<file path="config.mk">
export PLATFORM = sky130hd
export DESIGN_NAME = sleep_reset_ctrl
export DESIGN_NICKNAME = d
export VERILOG_FILES = /design/src/design/sleep_pkg.sv /design/src/design/gate_if.sv /design/src/design/gate_decode.sv /design/src/design/sleep_reset_ctrl.sv
export VERILOG_INCLUDE_DIRS = /design/src /design/src/design
export SDC_FILE = /design/constraint.sdc
export NUM_CORES = 1
export LEC_CHECK = 0
export ABC_CLOCK_PERIOD_IN_PS = 3650
export BUFFER_PORTS_ARGS = -buffer_cell sky130_fd_sc_hd__buf_2
export CAP_MARGIN = 20
export CORE_AREA = 8 8 70 117
export CTS_CLUSTER_SIZE = 10
export DETAILED_ROUTE_END_ITERATION = 8
export DIE_AREA = 0 0 78 125
export GPL_ROUTABILITY_DRIVEN = 0
export PLACE_DENSITY = 0.76
export SLEW_MARGIN = 20
export SYNTH_ARGS = -nofsm -noshare
export SYNTH_HDL_FRONTEND = slang
export SYNTH_SLANG_ARGS = --single-unit
</file>
<file path="constraint.sdc">
create_clock -name clk_i -period 3.65 [get_ports clk_i]
set_clock_uncertainty 0.15 [all_clocks]
set_input_delay 0.73 -clock clk_i [delete_from_list [all_inputs] [get_ports clk_i]]
set_output_delay 0.73 -clock clk_i [all_outputs]
set_load 0.01 [all_outputs]
</file>
<file path="src/design/sleep_regs.svh">
// Constants for the sleep mode and reset controller
`ifndef SLEEP_CTRL_REGS_SVH
`define SLEEP_CTRL_REGS_SVH

// Sleep mode select codes
`define MODE_IDLE          3'h0
`define MODE_NOISE_REDUCE  3'h1
`define MODE_POWER_DOWN    3'h2
`define MODE_POWER_SAVE    3'h3
`define MODE_STANDBY       3'h6
`define MODE_EXT_STANDBY   3'h7

// Clock gate vector bit positions
`define GATE_CPU   0
`define GATE_IO    1
`define GATE_ADC   2
`define GATE_ASY   3
`define GATE_OSC   4
`define GATE_W     5

`define GATES_ALL  5'h1f

// Reset pin minimum low time in ns and derived cycles at 25 MHz
`define RST_MIN_NS      1500
`define CLK_PERIOD_NS   40
`define RST_MIN_CYC     ((`RST_MIN_NS + `CLK_PERIOD_NS - 1) / `CLK_PERIOD_NS)
`define RST_CNT_W       6

`define PORT_COUNT      4
`define PORT_W          8

`endif

</file>
<file path="src/design/sleep_pkg.sv">
// Types shared by the sleep mode and reset controller
package sleep_pkg;
  typedef enum logic [1:0] {ST_RUN, ST_SLEEP, ST_WAKE} power_state_t;
  typedef logic [4:0] gate_vec_t;
  typedef logic [7:0] port_byte_t;
endpackage

</file>
<file path="src/design/gate_if.sv">
// Interface carrying sleep mode request and clock gate results
`timescale 1ns/1ps
interface gate_if;
  logic [2:0]          mode;
  logic                sleeping;
  sleep_pkg::gate_vec_t gates;
  logic                mode_ok;
  modport ctrl (output mode, output sleeping, input gates, input mode_ok);
  modport dec  (input mode, input sleeping, output gates, output mode_ok);
endinterface

</file>
<file path="src/design/gate_decode.sv">
// Mode to clock gate decoder
`timescale 1ns/1ps
`include "sleep_regs.svh"
module gate_decode
(
  gate_if.dec g   // Mode and gate vector
);
  import sleep_pkg::*;

  // ****************************************
  // Gate table
  // ****************************************
  function automatic gate_vec_t mode_gates(input logic [2:0] m);
    gate_vec_t v;
    v = '0;
    case (m)
      `MODE_IDLE:         v = `GATES_ALL & ~(5'h1 << `GATE_CPU);
      `MODE_NOISE_REDUCE:
      begin
        v[`GATE_ADC] = 1'b1;
        v[`GATE_ASY] = 1'b1;
        v[`GATE_OSC] = 1'b1;
      end
      `MODE_POWER_DOWN:   v = '0;
      `MODE_POWER_SAVE:   v[`GATE_ASY] = 1'b1;
      `MODE_STANDBY:      v[`GATE_OSC] = 1'b1;
      `MODE_EXT_STANDBY:
      begin
        v[`GATE_OSC] = 1'b1;
        v[`GATE_ASY] = 1'b1;
      end
      default:            v = '0;
    endcase
    return v;
  endfunction

  function automatic logic mode_valid(input logic [2:0] m);
    return (m == `MODE_IDLE) || (m == `MODE_NOISE_REDUCE) || (m == `MODE_POWER_DOWN)
        || (m == `MODE_POWER_SAVE) || (m == `MODE_STANDBY)
        || (m == `MODE_EXT_STANDBY);
  endfunction

  assign g.gates   = g.sleeping ? mode_gates(g.mode) : `GATES_ALL;
  assign g.mode_ok = mode_valid(g.mode);
endmodule

</file>
<file path="src/design/sleep_reset_ctrl.sv">
// Sleep mode sequencer with external reset filter and port tri-state
`timescale 1ns/1ps
`include "sleep_regs.svh"

module sleep_reset_ctrl
(
  input  wire logic                  clk_i,        // 25 MHz clock
  input  wire logic                  reset_i,      // Async reset, active high
  input  wire logic                  reset_pin_n_i,// External reset pin, active low
  input  wire logic                  sleep_cmd_i,  // Sleep instruction strobe
  input  wire logic                  sleep_en_i,   // Sleep enable level
  input  wire logic [2:0]            mode_i,       // Requested sleep mode
  input  wire logic                  wake_irq_i,   // Wake-up interrupt event
  input  wire logic                  async_irq_i,  // Interrupt from async timer domain
  input  wire sleep_pkg::port_byte_t port_out_i [`PORT_COUNT], // Port output data
  input  wire sleep_pkg::port_byte_t port_dir_i [`PORT_COUNT], // Port direction, 1 drives
  output logic                       cpu_clk_en_o, // CPU clock gate
  output logic                       io_clk_en_o,  // I/O clock gate
  output logic                       adc_clk_en_o, // ADC clock gate
  output logic                       asy_clk_en_o, // Async timer clock gate
  output logic                       osc_en_o,     // Main oscillator enable
  output logic                       sleeping_o,   // Device asleep
  output logic                       sys_reset_o,  // Internal system reset
  output sleep_pkg::port_byte_t      port_o  [`PORT_COUNT], // Port pin output
  output sleep_pkg::port_byte_t      port_oe_o [`PORT_COUNT] // Port pin output enable
);
  import sleep_pkg::*;

  power_state_t          state;
  logic [2:0]            mode;
  logic [`RST_CNT_W-1:0] rst_cnt;
  logic                  pin_reset;
  logic                  any_reset;
  logic                  wake_ok;
  gate_if                g ();

  // ****************************************
  // External reset pin filter
  // ****************************************
  // Counts held-low cycles; a pulse longer than the minimum asserts reset
  always_ff @(posedge clk_i or posedge reset_i)
  begin
    if (reset_i)
      rst_cnt <= '0;
    else if (reset_pin_n_i)
      rst_cnt <= '0;
    else if (rst_cnt != `RST_CNT_W'(`RST_MIN_CYC))
      rst_cnt <= rst_cnt + `RST_CNT_W'(1);
  end

  always_ff @(posedge clk_i or posedge reset_i)
  begin
    if (reset_i)
      pin_reset <= 1'b1;
    else
      pin_reset <= (rst_cnt == `RST_CNT_W'(`RST_MIN_CYC)) && !reset_pin_n_i;
  end

  // Async path: reset_i stands for a clockless reset source
  assign any_reset = reset_i | pin_reset;

  always_ff @(posedge clk_i or posedge reset_i)
  begin
    if (reset_i)
      sys_reset_o <= 1'b1;
    else
      sys_reset_o <= pin_reset;
  end

  // ****************************************
  // Sleep sequencer
  // ****************************************
  // Any interrupt wakes any mode; the reset pin also ends sleep
  assign wake_ok = wake_irq_i || async_irq_i;

  always_ff @(posedge clk_i or posedge reset_i)
  begin
    if (reset_i)
      state <= ST_RUN;
    else if (pin_reset)
      state <= ST_RUN;
    else
    begin
      case (state)
        ST_RUN:
          if (sleep_cmd_i && sleep_en_i && g.mode_ok)
            state <= ST_SLEEP;
        ST_SLEEP:
          if (wake_ok)
            state <= ST_WAKE;
        ST_WAKE:
          state <= ST_RUN;
        default:
          state <= ST_RUN;
      endcase
    end
  end

  // Mode latched at sleep entry so later input changes do not matter
  always_ff @(posedge clk_i or posedge reset_i)
  begin
    if (reset_i)
      mode <= `MODE_IDLE;
    else if (state == ST_RUN && sleep_cmd_i && sleep_en_i)
      mode <= mode_i;
  end

  assign g.mode     = (state == ST_RUN) ? mode_i : mode;
  assign g.sleeping = (state == ST_SLEEP);

  gate_decode u_dec
  (
    .g (g)
  );

  // ****************************************
  // Clock gate outputs
  // ****************************************
  // Only enables are gated; no state is cleared so register contents stay
  always_ff @(posedge clk_i or posedge reset_i)
  begin
    if (reset_i)
    begin
      cpu_clk_en_o <= 1'b1;
      io_clk_en_o  <= 1'b1;
      adc_clk_en_o <= 1'b1;
      asy_clk_en_o <= 1'b1;
      osc_en_o     <= 1'b1;
      sleeping_o   <= 1'b0;
    end
    else
    begin
      cpu_clk_en_o <= g.gates[`GATE_CPU];
      io_clk_en_o  <= g.gates[`GATE_IO];
      adc_clk_en_o <= g.gates[`GATE_ADC];
      asy_clk_en_o <= g.gates[`GATE_ASY];
      osc_en_o     <= g.gates[`GATE_OSC];
      sleeping_o   <= g.sleeping;
    end
  end

  // ****************************************
  // Port tri-state control
  // ****************************************
  // Async reset clears enables at once, with no clock needed
  genvar p;
  generate
    for (p = 0; p < `PORT_COUNT; p++)
    begin : g_port
      always_ff @(posedge clk_i or posedge reset_i)
      begin
        if (reset_i)
        begin
          port_o[p]    <= '0;
          port_oe_o[p] <= '0;
        end
        else if (any_reset)
        begin
          port_o[p]    <= '0;
          port_oe_o[p] <= '0;
        end
        else
        begin
          port_o[p]    <= port_out_i[p];
          port_oe_o[p] <= port_dir_i[p];
        end
      end
    end
  endgenerate
endmodule

</file>
# Word level (Yosys, flattened, before mapping)
# Index checks and enable logic that the tools add are counted.
# word_totals
elab_cells	70
in_bits	74
output_inout_bits	71
ff_bits	83
# classes
reduce_logical	19
muxes	20
eq_ne	10
n_bitwise	1
addsub	1
# ops
op	n
$mux 8	8
$mux 6	2
$mux 2	4
$reduce_or 4->1	2
$add 6x1->6 const B	1
$eq 3x2->1 const B	2
$eq 3x3->1 const B	2
$eq 6x6->1 const B	1
$logic_or 1x1->1	6
$ne 3x3->1 const B	2
$ne 6x6->1 const B	1
$logic_and 1x1->1	5
$mux 5	1
$pmux 2 s2	1
$eq 3x1->1 const B	1
$logic_not 3->1	1
$mux 1	3
$mux 3	1
$eq 2x1->1 const B	1
$logic_not 2->1	1
$reduce_and 2->1	1
$reduce_bool 2->1	1
$reduce_or 2->1	1
$logic_not 1->1	1
$or 1x1->1	1

# Longest topological paths before layout
# logic_depth
ltp_word	12
ltp_mapped	5

# Hierarchy
# A second synthesis with hierarchy kept.
# unflattened
cells_unflattened	205
hier_area_um2	2880.3
# modules_own_cells
module	seq_area_each_um2	n_inst	cells_each	area_per_inst_um2
sleep_reset_ctrl	2085.8	1	196	2829.0
gate_decode	0.0	1	9	51.3

# Worst setup path before layout
# Ideal clock, no wire load.
# synth_path
path_kind	input-to-reg
from	input sleep_en_i
to	register mode[0]
t_arrival_ps	1413
path_stages	3
path_buffers	0
slack_ps	1963
path_cell_list	nand2_1 -> nor3_1 -> mux2_2
# synth_via
elab_chain_len	1
# synth_rtl
element	line	rtl
from (decl)	sleep_reset_ctrl.sv:11	input wire logic sleep_en_i,
$logic_and 1x1->1	sleep_reset_ctrl.sv:104	else if (state == ST_RUN && sleep_cmd_i && sleep_en_i)
to (signal assigned)	sleep_reset_ctrl.sv:103	mode <= `MODE_IDLE;
to (signal assigned)	sleep_reset_ctrl.sv:105	mode <= mode_i;
to (decl)	sleep_reset_ctrl.sv:30	logic [2:0] mode;
# No other way between the ends.
# A chain may end at the register's enable or synchronous reset.

# Worst setup path after layout
# layout_path
from	register osc_en_o
to	output osc_en_o
# layout_lines
element	line	rtl
from (decl)	sleep_reset_ctrl.sv:21	output logic osc_en_o,
from (signal assigned)	sleep_reset_ctrl.sv:137	osc_en_o <= g.gates[`GATE_OSC];
# No word-level cell between the ends.

==> results.ini <==
[status]
outcome = complete, no violations

[timing]
period_needed_ns = 1.86
grt_setup_unrepaired = no
fmax_mhz = 539
slew_viol_final = 0
slew-limit-headroom = 0.607
setup-violations-final = 0
tns_ns = 0
min_period_over_period = 0.509
timing.final.ws_setup_ns = 1.79
tightest_slew_ns = 0.589
hold_slack_ns = 0.250
hold_viol_final = 0

[clock_tree]
cts_resized = 0
cts_tree = yes
clkLatencyLatePin_ns = 0.33
cts.path.max_buffers = 2
clock-sinks = 83
htreeDepth = 3
path_clk_slew_ns = 0.06
post_cts_buffers = 0
hold_buffers = 0
cts_buffers = 9
clockRootBuffer = clkbuf_16

[synth]
yosys.area_share.simple = 0.189
syn_area_per_cell_um2 = 14.1
muxShareOfSynthArea = 0.0160
yosys_warnings = 0
synth-seq-cells = 83
synth_xor_area_frac = 0.00623
synth_fa_ha_area_frac = 0.00890
synth_top_family_by_area = simple AND/OR/NAND/NOR gates
synth_cells = 200
synth_nets = 276
synthesis.area_um2 = 2810
synthDistinctLibCells = 28
synth_compound_area_frac = 0.0240
synth.yosys.seq_area_share = 0.742

[worst_hold_path]
hold_path_class = register to register

[power]
p_per_area_nw_per_um2 = 527
p_leak_nw = 2.12
power.total_mw = 2.09
vdd_ir_drop_max_uv = 336

[global_route]
overflow = 0
grt_pass1_wl_um = 11000
antenna_found_initial = 0
grt_usage = 0.150
grt_pass1_vias = 2119
grt_max_degree = 65

[worst_setup_path]
worstSetupEndpointType = primary output
worstSetupPathType = register to primary output
critPathTopFamily = flip-flops
cp_slowest_cell = dfstp_2
r2r_slack_ns = 2.00
crit_chain = buf_2
required_ns = 2.77
worstPathArrival_ns = 0.98
critPathBufInv = 1
critical-path-max-stage-delay_ns = 0.51
cp-start-kind = register
worstPathMaxFanout = 1

[detailed_routing]
drt-pass1-iter-count = 4
ant_nets = 0
drc_errors = 0
first_iter_violations = 50
vias = 1957
wl_per_cell_um = 15.8
viasPerCell = 4.45
routed_wl_um = 6960

[floorplanning]
die_y_um = 125
initial_core_util = 0.419
dieWidth_um = 78
core_area_um2 = 6710
fp.dieArea_um2 = 9750
ios = 145
num_rows = 40

[placed_design]
hpwl_um = 5260
place_ws_ns = 1.48
port_buffers = 144

[final_layout]
utilization = 0.592
layout.nets = 428
area_growth_pct = 41.2
drive_above_1_share = 0.497
num_antenna_cells = 0

[job]
max_cap_viol_count = 0

where the power goes:
group          internal [mW]  switching [mW]  leakage (nW)
combinational         0.0963          0.0998         0.921
clock                  0.561           0.334         0.144
sequential             0.978          0.0235          1.05
total                   1.64           0.458          2.12
final cells by class:
cell class	count	area, um2
fill	578	2740
sequential	83	2090
timing repair buffer	148	771
multi-input combinational	106	691
clock buffer	11	253
tap	84	105
clock inverter	4	50.0
inverter	4	16.3
layout by cell type (no fill, tap or decap), drive strengths merged:
master	count
ha	2
and2	64
or3	2
nand2	4
nor3	1
nor2	6
buf	148
o21ai	4
nand3b	1
a221oi	1
dfstp	7
clkinv	2
a211oi	1
a211o	1
nor3b	1
o31ai	1
nor2b	4
nand3	2
a21oi	3
xnor2	1
dfrtp	76
clkinvlp	2
clkbuf	11
nor4b	1
mux2	4
and3b	1
xor2	1
inv	3
bufinv	1
flip-flops by register name, summed over array words and instances (netlist names):
| register | count |
|---|---|
| adc_clk_en_o | 1 |
| asy_clk_en_o | 1 |
| cpu_clk_en_o | 1 |
| io_clk_en_o | 1 |
| mode | 3 |
| osc_en_o | 1 |
| pin_reset | 1 |
| port_o | 32 |
| port_oe_o | 32 |
| rst_cnt | 6 |
| sleeping_o | 1 |
| state | 2 |
| sys_reset_o | 1 |
layer usage:
metal	vias up	GRT usage	routed length [um]
li1	932	-	-
met1	927	0.142	2370
met2	83	0.258	3790
met3	15	0.0710	588
met4	0	0.0823	216
met5	-	0	0
cells in the mapped netlist:
library cell  count  share of area
dfrtp_1          76           0.68
and2_1           64           0.14
dfstp_2           7          0.065
clkbuf_1          6         0.0080
nor2_1            5         0.0067
inv_1             4         0.0053
mux2_2            4          0.016
nand2_1           4         0.0053
nor2b_1           4         0.0089
o21ai_0           4         0.0071
a21oi_1           3         0.0053
ha_1              2         0.0089
or3_1             2         0.0044
a211o_1           1         0.0031
a211oi_1          1         0.0027
a221oi_1          1         0.0031
and3b_1           1         0.0031
buf_1             1         0.0013
nand3_1           1         0.0018
nand3_2           1         0.0036
nand3b_1          1         0.0027
nor2_2            1         0.0022
nor3_1            1         0.0018
nor3b_1           1         0.0027
nor4b_1           1         0.0031
o31ai_1           1         0.0027
xnor2_1           1         0.0031
xor2_1            1         0.0031
worst paths after layout:
check,from,end,cells past startpoint
setup / recovery,osc_en_o,osc_en_o,1
setup reg to reg,rst_cnt[0],rst_cnt[0],5
hold reg to reg,pin_reset,sys_reset_o,0
hold / removal,pin_reset,sys_reset_o,0
max in group asynchronous,reset_i,port_oe_o[5],3
min in group asynchronous,reset_i,state[0],2
stage by stage:
step / cell area, um2 / instances
3_3_place_gp: 3640 / 424
3_5_place_dp: 3640 / 424
2_1_floorplan: 2810 / 200
6_report: 3970 / 440
4_1_cts: 3940 / 439
5_1_grt: 3970 / 440
kinds of logic after synthesis:
kind of cell,after synthesis
fa+ha+maj,2
compound gates,11
flops,83
xor+xnor,2
mux,4
buf+inv,11
simple gates,87
Power figures use the tool's default switching activity.
